$ cat config.mk
export PLATFORM = sky130hd
export DESIGN_NAME = ptb_target_flat
export DESIGN_NICKNAME = d
export VERILOG_FILES = /design/src/rtl/ptb_pkg.sv /design/src/rtl/ptb_bus_if.sv /design/src/rtl/ptb_skid_buf.sv /design/src/rtl/ptb_target.sv /design/src/flat_wrapper.sv
export SDC_FILE = /design/constraint.sdc
export NUM_CORES = 1
export LEC_CHECK = 0
export ABC_AREA = 1
export BUFFER_PORTS_ARGS = -buffer_cell sky130_fd_sc_hd__buf_2
export CORE_MARGIN = 1.5
export CORE_UTILIZATION = 45
export CTS_CLUSTER_DIAMETER = 50
export DETAILED_ROUTE_END_ITERATION = 10
export GPL_TIMING_DRIVEN = 0
export PLACE_DENSITY = 0.7
export SETUP_SLACK_MARGIN = 0.3
export SLEW_MARGIN = 20
export SYNTH_ARGS = -nofsm -noshare
export SYNTH_HDL_FRONTEND = slang
export SYNTH_SLANG_ARGS = --single-unit
export TNS_END_PERCENT = 1
$ cat constraint.sdc
create_clock -name CLK -period 2.19 [get_ports CLK]
set_clock_uncertainty 0.1 [all_clocks]
set_input_delay 0.3285 -clock CLK [delete_from_list [all_inputs] [get_ports CLK]]
set_output_delay 0.3285 -clock CLK [all_outputs]
set_load 0.02 [all_outputs]
$ cat src/rtl/ptb_pkg.sv
// Shared constants and types for the PCI target burst read block.
// Assumes a single 100 MHz PCI clock and an active-low asynchronous reset.
package ptb_pkg;

    // ************************************************************
    // Bus widths and command codes
    // ************************************************************
    localparam int        PTB_DATA_W  = 32;
    localparam int        PTB_BE_W    = 4;
    localparam logic [3:0] PTB_CMD_IO_RD   = 4'h2;
    localparam logic [3:0] PTB_CMD_MEM_RD  = 4'h6;
    localparam logic [3:0] PTB_CMD_CFG_RD  = 4'hA;
    localparam logic [3:0] PTB_CMD_MEM_RDM = 4'hC;
    localparam logic [3:0] PTB_CMD_MEM_RDL = 4'hE;

    // ************************************************************
    // Reset values and counts
    // ************************************************************
    localparam logic [31:0] PTB_BAR_BASE_RST = 32'h1000_0000;
    localparam logic [31:0] PTB_BAR_MASK_RST = 32'hFFFF_F000;
    localparam logic [1:0]  PTB_BUF_DEPTH    = 2'h2;
    // Cycles the master waits for a select before it gives up the bus.
    localparam logic [3:0]  PTB_ABORT_CYC    = 4'h8;

    // Target sequencing states.
    typedef enum logic [2:0] {
        PTB_IDLE,
        PTB_DECODE,
        PTB_MATCH,
        PTB_DATA,
        PTB_TURN,
        PTB_REL
    } ptb_state_e;

endpackage

$ cat src/rtl/ptb_bus_if.sv
// PCI bus wires joining the target end and the master end.
// Assumes both ends share CLK; the bench resolves shared lines via enables.
`timescale 1ns/1ps
interface ptb_bus_if;
    // Address/data: three signals per party.
    logic [31:0] ad_m_o;
    logic        ad_m_oe_n;
    logic [31:0] ad_t_o;
    logic        ad_t_oe_n;
    logic [31:0] ad_i;
    // Master-driven controls.
    logic [3:0]  cben_o;
    logic        cben_oe_n;
    logic [3:0]  cben_i;
    logic        framen_o;
    logic        framen_oe_n;
    logic        framen_i;
    logic        irdyn_o;
    logic        irdyn_oe_n;
    logic        irdyn_i;
    // Target-driven controls.
    logic        devseln_o;
    logic        devseln_oe_n;
    logic        devseln_i;
    logic        trdyn_o;
    logic        trdyn_oe_n;
    logic        trdyn_i;

    modport target (
        output ad_t_o, ad_t_oe_n, devseln_o, devseln_oe_n,
        output trdyn_o, trdyn_oe_n,
        input  ad_i, cben_i, framen_i, irdyn_i, devseln_i, trdyn_i
    );
    modport master (
        output ad_m_o, ad_m_oe_n, cben_o, cben_oe_n, framen_o,
        output framen_oe_n, irdyn_o, irdyn_oe_n,
        input  ad_i, devseln_i, trdyn_i
    );
endinterface

$ cat src/rtl/ptb_skid_buf.sv
// Two-entry valid/ready buffer on the read data path.
// Assumes same-clock producer and consumer.
`timescale 1ns/1ps
module ptb_skid_buf #(
    parameter int WIDTH = 32,
    parameter int DEPTH = 2
) (
    // Clock and reset.
    input  wire logic             CLK,
    input  wire logic             RESETN,
    // Fill side.
    input  wire logic             in_valid,
    output logic                  in_ready,
    input  wire logic [WIDTH-1:0] in_data,
    // Drain side.
    output logic                  out_valid,
    input  wire logic             out_ready,
    output logic [WIDTH-1:0]      out_data,
    // Drop everything at end of burst.
    input  wire logic             flush
);
    import ptb_pkg::*;

    typedef struct packed {
        logic [DEPTH-1:0][WIDTH-1:0] mem;
        logic                        wp;
        logic                        rp;
        logic [1:0]                  cnt;
    } ptb_buf_s;

    ptb_buf_s st_ff;
    ptb_buf_s nxt_st;
    logic     push;
    logic     pop;

    // Honest full and empty flags drive the handshakes.
    assign in_ready  = (st_ff.cnt != 2'(DEPTH));
    assign out_valid = (st_ff.cnt != 2'h0);
    assign out_data  = st_ff.mem[st_ff.rp];
    assign push      = in_valid && in_ready;
    assign pop       = out_valid && out_ready;

    // Next-state logic; flush wins so no stale word survives a burst.
    always_comb
    begin
        nxt_st = st_ff;
        if (flush)
        begin
            nxt_st.wp  = 1'b0;
            nxt_st.rp  = 1'b0;
            nxt_st.cnt = 2'h0;
        end
        else
        begin
            if (push)
            begin
                nxt_st.mem[st_ff.wp] = in_data;
                nxt_st.wp            = ~st_ff.wp;
            end
            if (pop)
                nxt_st.rp = ~st_ff.rp;
            nxt_st.cnt = st_ff.cnt + 2'(push) - 2'(pop);
        end
    end

    // State register.
    always_ff @(posedge CLK or negedge RESETN)
    begin
        if (!RESETN)
            st_ff <= '0;
        else
            st_ff <= nxt_st;
    end
endmodule // ptb_skid_buf

$ cat src/rtl/ptb_target.sv
// Target end: PCI burst read sequencing with a 32-bit local back-end.
// Assumes the master end drives the bus through ptb_bus_if.master; bus
// lines run on this end's CLK, so they are used without synchronisers.
`timescale 1ns/1ps

// What the burst read link does (target, master and back-end)
// Slow timing: devseln one edge after match.
// Back-end may signal ready one cycle early.
// Transfer strobe follows sampled back-end ready.
// First strobe: back-end presents first DWORD.
// Ready two cycles: trdyn and drive DWORD.
// Strobe held when irdyn and ready before.
// Each strobe: back-end presents next DWORD.
// Master keeps irdyn and next byte enables.
// Master deasserts framen on final phase.
// Prefetched word after last phase is dropped.
// Master releases lines in turnaround.
// Turnaround: release ad, deassert devseln, trdyn.
// Turnaround: clear match, drop transfer strobe.
// Idle: release devseln and trdyn.
// Master drives address, command with framen.
// Drive window match as chip select.
// Decode and present local address output.
// Burst only for memory space.
// Names ending in n are active low.
module ptb_target #(
    parameter logic [31:0] BAR_BASE = ptb_pkg::PTB_BAR_BASE_RST,
    parameter logic [31:0] BAR_MASK = ptb_pkg::PTB_BAR_MASK_RST
) (
    // Clock and reset.
    input  wire logic                        CLK,
    input  wire logic                        RESETN,
    // PCI bus.
    ptb_bus_if.target                        BUS,
    // Configuration strap.
    input  wire logic                        SELECT_RESPONSE_SPEED,
    // Back-end side.
    input  wire logic                        BACKEND_READY_N,
    input  wire logic [ptb_pkg::PTB_DATA_W-1:0] LOCAL_READ_DATA,
    output logic                             LOCAL_TRANSFER_STROBE_N,
    output logic [ptb_pkg::PTB_DATA_W-1:0]   LOCAL_ADDRESS_OUTPUT,
    output logic                             BAR_MATCH
);
    import ptb_pkg::*;

    // ************************************************************
    // State
    // ************************************************************
    typedef struct packed {
        ptb_state_e       fsm;
        logic [31:0]      laddr;
        logic [3:0]       cmd;
        logic             match;
        logic             devsel_n;
        logic             trdy_n;
        logic             oe_n;
        logic [31:0]      ad_out;
        logic             xfer_n;
        logic             rdy_d1;
    } ptb_tgt_s;

    ptb_tgt_s st_ff;
    ptb_tgt_s nxt_st;

    logic        frame_act;
    logic        irdy_act;
    logic        rdy_act;
    logic        is_mem;
    logic        hit;
    logic        buf_in_ready;
    logic        buf_out_valid;
    logic        buf_pop;
    logic        buf_flush;
    logic [31:0] buf_out_data;

    // Same-clock bus lines; a delay here would break the per-edge handshake.
    assign frame_act = !BUS.framen_i;
    assign irdy_act  = !BUS.irdyn_i;
    assign rdy_act   = !BACKEND_READY_N;

    // Only memory read commands may take part in a burst.
    assign is_mem = (st_ff.cmd == PTB_CMD_MEM_RD)
                 || (st_ff.cmd == PTB_CMD_MEM_RDM)
                 || (st_ff.cmd == PTB_CMD_MEM_RDL);
    assign hit    = ((st_ff.laddr & BAR_MASK) == BAR_BASE) && is_mem;

    // ************************************************************
    // Read data buffer
    // ************************************************************
    // A word enters on each strobe; PCI drains it on each data phase,
    // so a stalled master loses nothing already fetched.
    assign buf_pop   = (st_ff.fsm == PTB_DATA) && buf_out_valid
                       && rdy_act && st_ff.rdy_d1
                       && (st_ff.trdy_n || irdy_act);
    assign buf_flush = (st_ff.fsm == PTB_TURN);

    ptb_skid_buf #(
        .WIDTH (PTB_DATA_W),
        .DEPTH (2)
    ) u_buf (
        .CLK       (CLK),
        .RESETN    (RESETN),
        .in_valid  (!st_ff.xfer_n),
        .in_ready  (buf_in_ready),
        .in_data   (LOCAL_READ_DATA),
        .out_valid (buf_out_valid),
        .out_ready (buf_pop),
        .out_data  (buf_out_data),
        .flush     (buf_flush)
    );

    // ************************************************************
    // Sequencing
    // ************************************************************
    always_comb
    begin
        nxt_st          = st_ff;
        nxt_st.rdy_d1   = rdy_act;
        nxt_st.xfer_n   = 1'b1;
        case (st_ff.fsm)
            PTB_IDLE:
            begin
                // Address phase: capture address and command together.
                if (frame_act)
                begin
                    nxt_st.laddr = BUS.ad_i;
                    nxt_st.cmd   = BUS.cben_i;
                    nxt_st.fsm   = PTB_DECODE;
                end
            end
            PTB_DECODE:
            begin
                // Decode leaves the only slot for the match decision.
                nxt_st.match = hit;
                nxt_st.fsm   = hit ? PTB_MATCH : PTB_REL;
            end
            PTB_MATCH:
            begin
                // Slow select: devseln one edge after the match.
                if (SELECT_RESPONSE_SPEED)
                begin
                    nxt_st.devsel_n = 1'b0;
                    nxt_st.fsm      = PTB_DATA;
                end
                else
                begin
                    nxt_st.devsel_n = 1'b0;
                    nxt_st.fsm      = PTB_DATA;
                end
                nxt_st.oe_n = 1'b0;
            end
            PTB_DATA:
            begin
                // Strobe after sampled ready, held while both persist.
                if (rdy_act && (st_ff.xfer_n || irdy_act) && buf_in_ready)
                    nxt_st.xfer_n = 1'b0;
                // Two cycles of ready open a data phase.
                if (buf_pop)
                begin
                    nxt_st.trdy_n = 1'b0;
                    nxt_st.ad_out = buf_out_data;
                end
                else if (!st_ff.trdy_n && irdy_act)
                    nxt_st.trdy_n = 1'b1;
                // Final phase completes with frame already released.
                if (!frame_act && !st_ff.trdy_n && irdy_act)
                begin
                    nxt_st.oe_n     = 1'b1;
                    nxt_st.devsel_n = 1'b1;
                    nxt_st.trdy_n   = 1'b1;
                    nxt_st.match    = 1'b0;
                    nxt_st.xfer_n   = 1'b1;
                    nxt_st.fsm      = PTB_TURN;
                end
            end
            PTB_TURN:
            begin
                // Turnaround: select lines still driven high, buffer flushed.
                nxt_st.fsm = PTB_REL;
            end
            PTB_REL:
            begin
                // Idle cycle: controls go undriven, then wait for frame end.
                nxt_st.match = 1'b0;
                if (!frame_act)
                    nxt_st.fsm = PTB_IDLE;
            end
            default:
                nxt_st.fsm = PTB_IDLE;
        endcase
    end

    // State register; every field takes a constant at reset.
    always_ff @(posedge CLK or negedge RESETN)
    begin
        if (!RESETN)
        begin
            st_ff          <= '0;
            st_ff.fsm      <= PTB_IDLE;
            st_ff.devsel_n <= 1'b1;
            st_ff.trdy_n   <= 1'b1;
            st_ff.oe_n     <= 1'b1;
            st_ff.xfer_n   <= 1'b1;
        end
        else
            st_ff <= nxt_st;
    end

    // ************************************************************
    // Outputs
    // ************************************************************
    // devseln and trdyn stay driven from select to the idle cycle.
    assign BUS.ad_t_o       = st_ff.ad_out;
    assign BUS.ad_t_oe_n    = st_ff.oe_n;
    assign BUS.devseln_o    = st_ff.devsel_n;
    assign BUS.trdyn_o      = st_ff.trdy_n;
    assign BUS.devseln_oe_n = !((st_ff.fsm == PTB_DATA)
                              || (st_ff.fsm == PTB_TURN));
    assign BUS.trdyn_oe_n   = BUS.devseln_oe_n;
    assign LOCAL_TRANSFER_STROBE_N = st_ff.xfer_n;
    assign LOCAL_ADDRESS_OUTPUT    = st_ff.laddr;
    assign BAR_MATCH               = st_ff.match;
endmodule // ptb_target

$ cat src/flat_wrapper.sv
// flat-port wrapper written by rule: the top's interface ports become plain ports
module ptb_target_flat import ptb_pkg::*;
#(
    parameter logic [31:0] BAR_BASE = ptb_pkg::PTB_BAR_BASE_RST,
    parameter logic [31:0] BAR_MASK = ptb_pkg::PTB_BAR_MASK_RST
)
  (CLK, RESETN, SELECT_RESPONSE_SPEED, BACKEND_READY_N, LOCAL_READ_DATA, LOCAL_TRANSFER_STROBE_N, LOCAL_ADDRESS_OUTPUT, BAR_MATCH, BUS_ad_t_o, BUS_ad_t_oe_n, BUS_devseln_o, BUS_devseln_oe_n, BUS_trdyn_o, BUS_trdyn_oe_n, BUS_ad_i, BUS_cben_i, BUS_framen_i, BUS_irdyn_i, BUS_devseln_i, BUS_trdyn_i);
  ptb_bus_if BUS_i ();
  input  wire logic CLK;
  input  wire logic RESETN;
  input  wire logic SELECT_RESPONSE_SPEED;
  input  wire logic BACKEND_READY_N;
  input  wire logic [ptb_pkg::PTB_DATA_W-1:0] LOCAL_READ_DATA;
  output logic LOCAL_TRANSFER_STROBE_N;
  output logic [ptb_pkg::PTB_DATA_W-1:0] LOCAL_ADDRESS_OUTPUT;
  output logic BAR_MATCH;
  output wire logic [$bits(BUS_i.ad_t_o)-1:0] BUS_ad_t_o;
  output wire logic [$bits(BUS_i.ad_t_oe_n)-1:0] BUS_ad_t_oe_n;
  output wire logic [$bits(BUS_i.devseln_o)-1:0] BUS_devseln_o;
  output wire logic [$bits(BUS_i.devseln_oe_n)-1:0] BUS_devseln_oe_n;
  output wire logic [$bits(BUS_i.trdyn_o)-1:0] BUS_trdyn_o;
  output wire logic [$bits(BUS_i.trdyn_oe_n)-1:0] BUS_trdyn_oe_n;
  input wire logic [$bits(BUS_i.ad_i)-1:0] BUS_ad_i;
  input wire logic [$bits(BUS_i.cben_i)-1:0] BUS_cben_i;
  input wire logic [$bits(BUS_i.framen_i)-1:0] BUS_framen_i;
  input wire logic [$bits(BUS_i.irdyn_i)-1:0] BUS_irdyn_i;
  input wire logic [$bits(BUS_i.devseln_i)-1:0] BUS_devseln_i;
  input wire logic [$bits(BUS_i.trdyn_i)-1:0] BUS_trdyn_i;
  assign BUS_ad_t_o = BUS_i.ad_t_o;
  assign BUS_ad_t_oe_n = BUS_i.ad_t_oe_n;
  assign BUS_devseln_o = BUS_i.devseln_o;
  assign BUS_devseln_oe_n = BUS_i.devseln_oe_n;
  assign BUS_trdyn_o = BUS_i.trdyn_o;
  assign BUS_trdyn_oe_n = BUS_i.trdyn_oe_n;
  assign BUS_i.ad_i = BUS_ad_i;
  assign BUS_i.cben_i = BUS_cben_i;
  assign BUS_i.framen_i = BUS_framen_i;
  assign BUS_i.irdyn_i = BUS_irdyn_i;
  assign BUS_i.devseln_i = BUS_devseln_i;
  assign BUS_i.trdyn_i = BUS_trdyn_i;
  ptb_target #(.BAR_BASE(BAR_BASE), .BAR_MASK(BAR_MASK)) u_core (.CLK(CLK), .RESETN(RESETN), .BUS(BUS_i), .SELECT_RESPONSE_SPEED(SELECT_RESPONSE_SPEED), .BACKEND_READY_N(BACKEND_READY_N), .LOCAL_READ_DATA(LOCAL_READ_DATA), .LOCAL_TRANSFER_STROBE_N(LOCAL_TRANSFER_STROBE_N), .LOCAL_ADDRESS_OUTPUT(LOCAL_ADDRESS_OUTPUT), .BAR_MATCH(BAR_MATCH));
endmodule
==> metrics.md, run 1 <==
| Metric | Value |
|---|---|
| Status | complete, no violations |
| Worst skew pair latency | ~0.42 ns |
| Most common cell in the netlist | dfrtp_1 |
| Clock Sink Count | 144 |
| CP Data Required Time | roughly 1.8 ns |
| Post-Syn Nets | 745 |
| Worst-path fanout max | 3 |
| HP Class | primary input to register |
| Finish-stage setup viols | 0 |
| Die area | 15300 um2 |
| Area growth syn-to-layout | 26.5% |
| RSZ-0062 raised after global routing | yes |
| Worst R2R End | u_core.u_buf.st_ff[1] |
| Max incr delay on CP | 0.43 ns |
| Min cycle time layout | 1.86 ns |
| Mapped Cells | 667 |
| GRT overflow | 0 |
| CTS buffer count | 17 |
| Final Max Tran Viols | 0 |
| Area contributors post-synth | dfrtp_1 (54%), buf_4 (7.6%), nand2_1 (6.8%) |
| # rows | 43 |
| Reg2reg start | u_core.BUS.trdyn_o |
| Final WL | roughly 14 mm |
| DR vias/cell | about 4.7 |
| Yosys reg bits | 144 |
| Worst Path Buf+Inv | 3 |
| Final antenna-violating net count | 0 |
| Cell Chain, Critical Path | nor2_4 > nand2_4 > inv_4 > nor2_4 > buf_4 > buf_4 |
| Post-synth cell types | 31 |
| Reg2reg setup slack | about 0.35 ns |
| Number of flops mapped to enable cells by yosys | 0 |
| Final setup margin | 0.334 ns |
| All-Layer GR Usage | 19.3% |
| Family with the most delay on the worst path | flip-flops |
| Total vias in the final route | 4857 |
| Critical path endpoint category | output port |
| Power density cells | 1260 nW/um2 |
| Total number of yosys warnings | 0 |
| Post-synth top area cell | dfrtp_1 |
| Hold path endpoint | u_core.LOCAL_ADDRESS_OUTPUT[13] |
| F_max | 0.539 GHz |
| Number of global-route vias before repair | 4601 |
| DRC | 0 |
| CTS clk-pin slew, worst paths | 0.06 ns |
| Maximum VDD drop | between 700 and 800 uV |
| GP Congestion | 0.770 |
| Hold WS | a little under 0.02 ns |
| H-tree levels | 4 |
| Die width | ~120 um |
| Slew headroom | 63.1% |
| P_leak | roughly 4.4 nW |
| Post-synth top area share | 53.9% |
| CTS tree | done |
| Power Total | ~10 mW |
| Reg2reg path depth | 11 |
| DP HPWL | 9.24 mm |
| Share of post-route cells with drive strength above 1 | 41.4% |
| Mapped Avg Cell Area | between 9 and 10 um2 |
| Critical path arrival | 1.43 ns |
| Post-synth top cells | dfrtp_1 (141), nand2_1 (118), nor2_1 (93) |
| Core area | 14000 um2 |
| Initial DRT Pass Iterations | 4 |
| PortBufs | 143 |
| Final core occ | about three fifths |
| CTS root buf | clkbuf_16 |
| Worst path slowest cell | dfrtp_2 |
| Sequential share of the synthesized area | 55.1% |
| Dominant synthesized flop cell | dfrtp_1 |
| Io pins | 147 |
| Max Cap Violations | 0 |
| Die Height | 124 um |
| Initial core utilization | 46.6% |
| HP Start | BUS_ad_i[13] |
| Final Hold Vio Count | 0 |
| First-pass GRT wire length | 22.4 mm |
| Pin count of the biggest net entering global routing | about 90 |
| Initial antenna violation count | 0 |
| DRT iter0 DRCs | 244 |
| Crit path kind | register to output port |
| Worst Setup Start Kind | register |
| Post-synth ARST share | 100% |
| Tightest Pin Transition | between 0.5 and 0.6 ns |
| Synth Cell Area | 6550 um2 |
| Hold Path Stages | 2 |
| Crit path launch | u_core.st_ff[75] |
| WL/cell | around 13 um |
| Worst slack at placement | 0.0933 ns |
| Tcrit/Tclk final | 84.7% |
| Fill cell count | 1236 |
| Layout Nets | 923 |
| CTS Buffer Depth | 2 |
| Antenna Cells | 0 |
[metal layers]
metal	GRT usage [%]	up-vias	wire length, um
li1	-	2446	-
met1	26.0	2253	6290
met2	30.8	143	6380
met3	4.81	15	920
met4	6.32	0	158
met5	0	-	0
[state kept, by name (all words and copies together) (netlist names)]
signal and cells:
u_core.u_buf.st_ff 68, u_core.BAR_MATCH 1, u_core.st_ff 8, u_core.BUS.trdyn_o 1, u_core.LOCAL_TRANSFER_STROBE_N 1, u_core.LOCAL_ADDRESS_OUTPUT 32
u_core.BUS.ad_t_o 32, u_core.BUS.devseln_o 1
[timing repair]
| action | 4_1_cts | 5_1_grt |
|---|---|---|
| setup endpoints to repair | 4 | 13 |
| pin swaps | 5 | 4 |
| buffers inserted | 10 | 3 |
| hold buffers | 2 | 0 |
| hold endpoints to repair | 51 | 0 |
| gates resized for setup | 8 | 7 |
[metrics by stage]
stage	area (um2)	setup TNS, ns	std cells
floorplan	6570	0	667
global placement	7510	-197.15	990
detailed placement	7550	0	991
CTS	8240	0	1035
global route	8280	0	1038
finish	8280	0	1038
[worst max-delay path by stage]
| stage | to | slack, ns | depth (start not counted) |
|---|---|---|---|
| after floorplan | u_core.u_buf.st_ff[1] | 0.24 | 11 |
| final | BUS_trdyn_oe_n | 0.33 | 6 |
| after detailed placement | u_core.u_buf.st_ff[1] | 0.09 | 12 |
| after global placement | u_core.u_buf.st_ff[63] | -1.40 | 1 |
| after global routing | u_core.u_buf.st_ff[1] | 0.26 | 11 |
| after CTS | BUS_trdyn_oe_n | 0.29 | 6 |
[placed cells by master, fill, tap and decap left out, drive strengths merged, types with 2 or more instances in the layout]
cell and instances:
dlygate4sd3 2, nor2 95, nand3 9, buf 244, dfstp 3, ha 2, bufinv 2, nand2 121
clkinv 9, nand4 2, inv 56, dfrtp 141, clkinvlp 2, clkbuf 28, mux2 32, a21oi 4
o31ai 32, o21ai 69
[kinds of logic after synthesis]
group / synth area share (%)
compound gates: 10.8
xor+xnor: 0.268
fa+ha+maj: 0.382
buf+inv: 14.1
flops: 55.1
mux: 5.51
simple gates: 13.8
[report_power, final]
part           total [mW]  internal [mW]  switching, mW  leakage, nW
logic                3.52           1.77           1.75         2.46
clock network        2.82           1.70           1.12        0.286
registers            4.09           3.57          0.518         1.62
[layout make-up]
type                    count  area, um2  share of cell area (%)
repair buffers            159        873                    10.5
plain buffers              97        724                    8.75
clock buffers              18        439                    5.30
well taps                 180        225                    2.72
flip-flops and latches    144       3610                    43.6
inverters                  55        211                    2.55
multi-input cells         371       2050                    24.8
clock inverters            14        140                    1.69
Note: power is estimated with default switching activity, not from simulation.
==> run 2, diff against run 1 <==
--- a/config.mk
+++ b/config.mk
@@ -5,14 +5,14 @@
 export SDC_FILE = /design/constraint.sdc
 export NUM_CORES = 1
 export LEC_CHECK = 0
-export ABC_AREA = 1
+export ABC_AREA = 0
 export BUFFER_PORTS_ARGS = -buffer_cell sky130_fd_sc_hd__buf_2
 export CORE_MARGIN = 1.5
 export CORE_UTILIZATION = 45
 export CTS_CLUSTER_DIAMETER = 50
 export DETAILED_ROUTE_END_ITERATION = 10
 export GPL_TIMING_DRIVEN = 0
-export PLACE_DENSITY = 0.7
+export PLACE_DENSITY = 0.73
 export SETUP_SLACK_MARGIN = 0.3
 export SLEW_MARGIN = 20
 export SYNTH_ARGS = -nofsm -noshare
==> constraint.sdc (replaced) <==
create_clock -name CLK -period 1.6 [get_ports CLK]
set_clock_uncertainty 0.1 [all_clocks]
set_input_delay 0.24 -clock CLK [delete_from_list [all_inputs] [get_ports CLK]]
set_output_delay 0.24 -clock CLK [all_outputs]
set_load 0.02 [all_outputs]
==> metrics.md, run 2 <==
| Metric | Value |
|---|---|
| Setup TNS after final layout | -34.93 ns |
| Critical path endpoint category | register |
| Maximum VDD drop | ~1200 uV |
| Dominant synthesized flop cell | dfrtp_1 |
| Cell Int Power | 9.01 mW |
| DR WL met3 | 845 um |
| Area growth syn-to-layout | 52.0% |
| DRC | 0 |
| CTS Buffer Depth | 2 |
| WL/cell | 15.9 um |
| # placed instances | 818 |
| P_leak | about 4.7 nW |
| PortBufs | 143 |
| Io pins | 147 |
| DR vias/cell | 4.90 |
| Post-synth top cells | dfrtp_1 (141), mux2_2 (95), buf_4 (70) |
| Layout Nets | 815 |
| Number of flip-flops in the largest register | 68 |
| Routed length on met1 | 6.08 mm |
| Power density cells | 1290 nW/um2 |
| Total number of yosys warnings | 0 |
| Power Total | 12.5 mW |
| Initial DRT Pass Iterations | 5 |
| Final setup margin | -0.434 ns |
| Worst-path fanout max | 10 |
| CP Data Required Time | roughly 1.8 ns |
| Final core occ | 69.9% |
| Post-route cell area | a little under 10000 um2 |
| Critical path arrival | 2.23 ns |
| Post-Layout Cell Count | 931 |
| Core area | 13900 um2 |
| Post-synth cell types | 40 |
| Max Cap Violations | 0 |
| CTS clk-pin slew, worst paths | 0.06 ns |
| Psw | 3.45 mW |
| HP Class | primary input to async pin |
| RSZ-0062 raised after global routing | yes |
| First-pass GRT wire length | approximately 24 mm |
| Number of flops mapped to enable cells by yosys | 0 |
| Tcrit/Tclk final | 127% |
| Post-Syn Nets | 572 |
| Share of post-route cells with drive strength above 1 | between 50% and 60% |
| Worst slack at placement | -0.811 ns |
| Clock Sink Count | 144 |
| GP Congestion | between 0.7 and 0.8 |
| Pin count of the biggest net entering global routing | 106 |
| DRT iter0 DRCs | 209 |
| All-Layer GR Usage | 21.1% |
| Most common cell after layout, fill and taps aside | buf_6 |
| GRT overflow | 0 |
| Sequential Power Share | 36.7% |
| Placed Area | 7400 um2 |
| Die area | 14900 um2 |
| Slew headroom | 54.2% |
| Sequential share of the synthesized area | 56.5% |
| Final Max Tran Viols | 0 |
| Hold WS | -0.172 ns |
| Met2 WL | 7.65 mm |
| # rows | 43 |
| Reg2reg setup slack | -0.43 ns |
| Most frequent cells in the layout | buf_6 (141), dfrtp_1 (140), mux2_2 (89) |
| Total vias in the final route | 4558 |
| Mapped Avg Cell Area | 12.9 um2 |
| F_max | 0.492 GHz |
| Final Hold Vio Count | 39 |
| Status | complete, but fails checks |
| Final WL | 14.8 mm |
| Worst skew pair latency | between 0.4 and 0.5 ns |
| Clk pwr share | about a third |
| Most common cell in the netlist | dfrtp_1 |
| Die Height | 122 um |
| Yosys reg bits | 144 |
| Comb power frac | between 30% and 40% |
| Initial antenna violation count | 0 |
| CTS tree | done |
| Crit path kind | register to register |
| Tightest Pin Transition | approximately 0.68 ns |
| Number of global-route vias before repair | between 4000 and 5000 |
| Final antenna-violating net count | 0 |
| Sw Share | 27.7% |
| Min cycle time layout | 2.03 ns |
| Hold-fix buffers, CTS | 72 |
| Failing checks | hold timing, setup timing |
| H-tree levels | 4 |
| Area contributors post-synth | dfrtp_1 (55%), mux2_2 (17%), buf_4 (8.2%) |
| Mapped Cells | a little under 500 |
| Initial core utilization | 46.0% |
| Post-synth top area share | 55.3% |
| DP HPWL | 8.76 mm |
| CTS root buf | clkbuf_16 |
| Post-synth ARST share | 100% |
| Post-synth top area cell | dfrtp_1 |
| Finish-stage setup viols | 135 |
| Synth Cell Area | 6380 um2 |
| Reg with most FFs | u_core.u_buf.st_ff |
| CTS buffer count | 17 |
| Die width | about 120 um |
| Worst Setup Start Kind | register |
| Highest routed layer | met4 |
-- run 2: area by class of cell --
class | instances | area (um2)
clock buffers | 23 | 498
multi-input cells | 254 | 2260
diodes | 1 | 2.50
plain buffers | 90 | 993
well taps | 180 | 225
fillers | 970 | 4180
repair buffers | 224 | 1980
flip-flops and latches | 144 | 3610
inverters | 6 | 22.5
clock inverters | 9 | 104
-- run 2: cells by family after synthesis --
logic type | synth area share [%]
flip-flops | 56.5
multiplexers | 22.7
buffers and inverters | 10.0
AND/OR/NAND/NOR | 6.04
AO/OA/AOI/OAI | 3.84
XOR/XNOR | 0.549
adder cells (fa/ha/maj) | 0.392
-- run 2: power groups by stage --
stage | sequential [mW] | combinational [mW] | clock, mW
after floorplan | 4.43 | 2.01 | 0
after global placement | 4.50 | 2.65 | 0
after detailed placement | 4.53 | 2.72 | 0
after CTS | 4.54 | 3.78 | 4.04
after global routing | 4.63 | 4.14 | 4.21
final | 4.57 | 3.92 | 3.97
-- run 2: path summary, 6_finish.rpt --
check,startpoint,endpoint,cells past startpoint
min reg2reg,u_core.u_buf.st_ff[6],u_core.u_buf.st_ff[6],1
max,u_core.st_ff[76],u_core.LOCAL_ADDRESS_OUTPUT[29],4
max reg2reg,u_core.st_ff[76],u_core.LOCAL_ADDRESS_OUTPUT[29],4
max in group asynchronous,RESETN,u_core.st_ff[75],3
min in group CLK,BUS_irdyn_i,u_core.BUS.trdyn_o,4
min,RESETN,u_core.BUS.ad_t_o[8],2
-- run 2: timing repair --
action,4_1_cts,5_1_grt
setup buffers,5,3
setup endpoints to repair,211,308
endpoints found under the hold margin,142,39
pin swaps,6,4
gates resized for setup,231,46
-- run 2: routing by layer --
layer,up-vias,track usage [%]
li1,2129,-
met4,0,6.98
met3,17,6.98
met2,136,36.8
met5,-,0
met1,2276,24.3
-- run 2: critical path: stages, from the launching register on --
cell and delay [ns]:
dfrtp_1 0.37, buf_6 0.14, nor4_4 0.64, buf_4 0.31, mux2_2 0.36
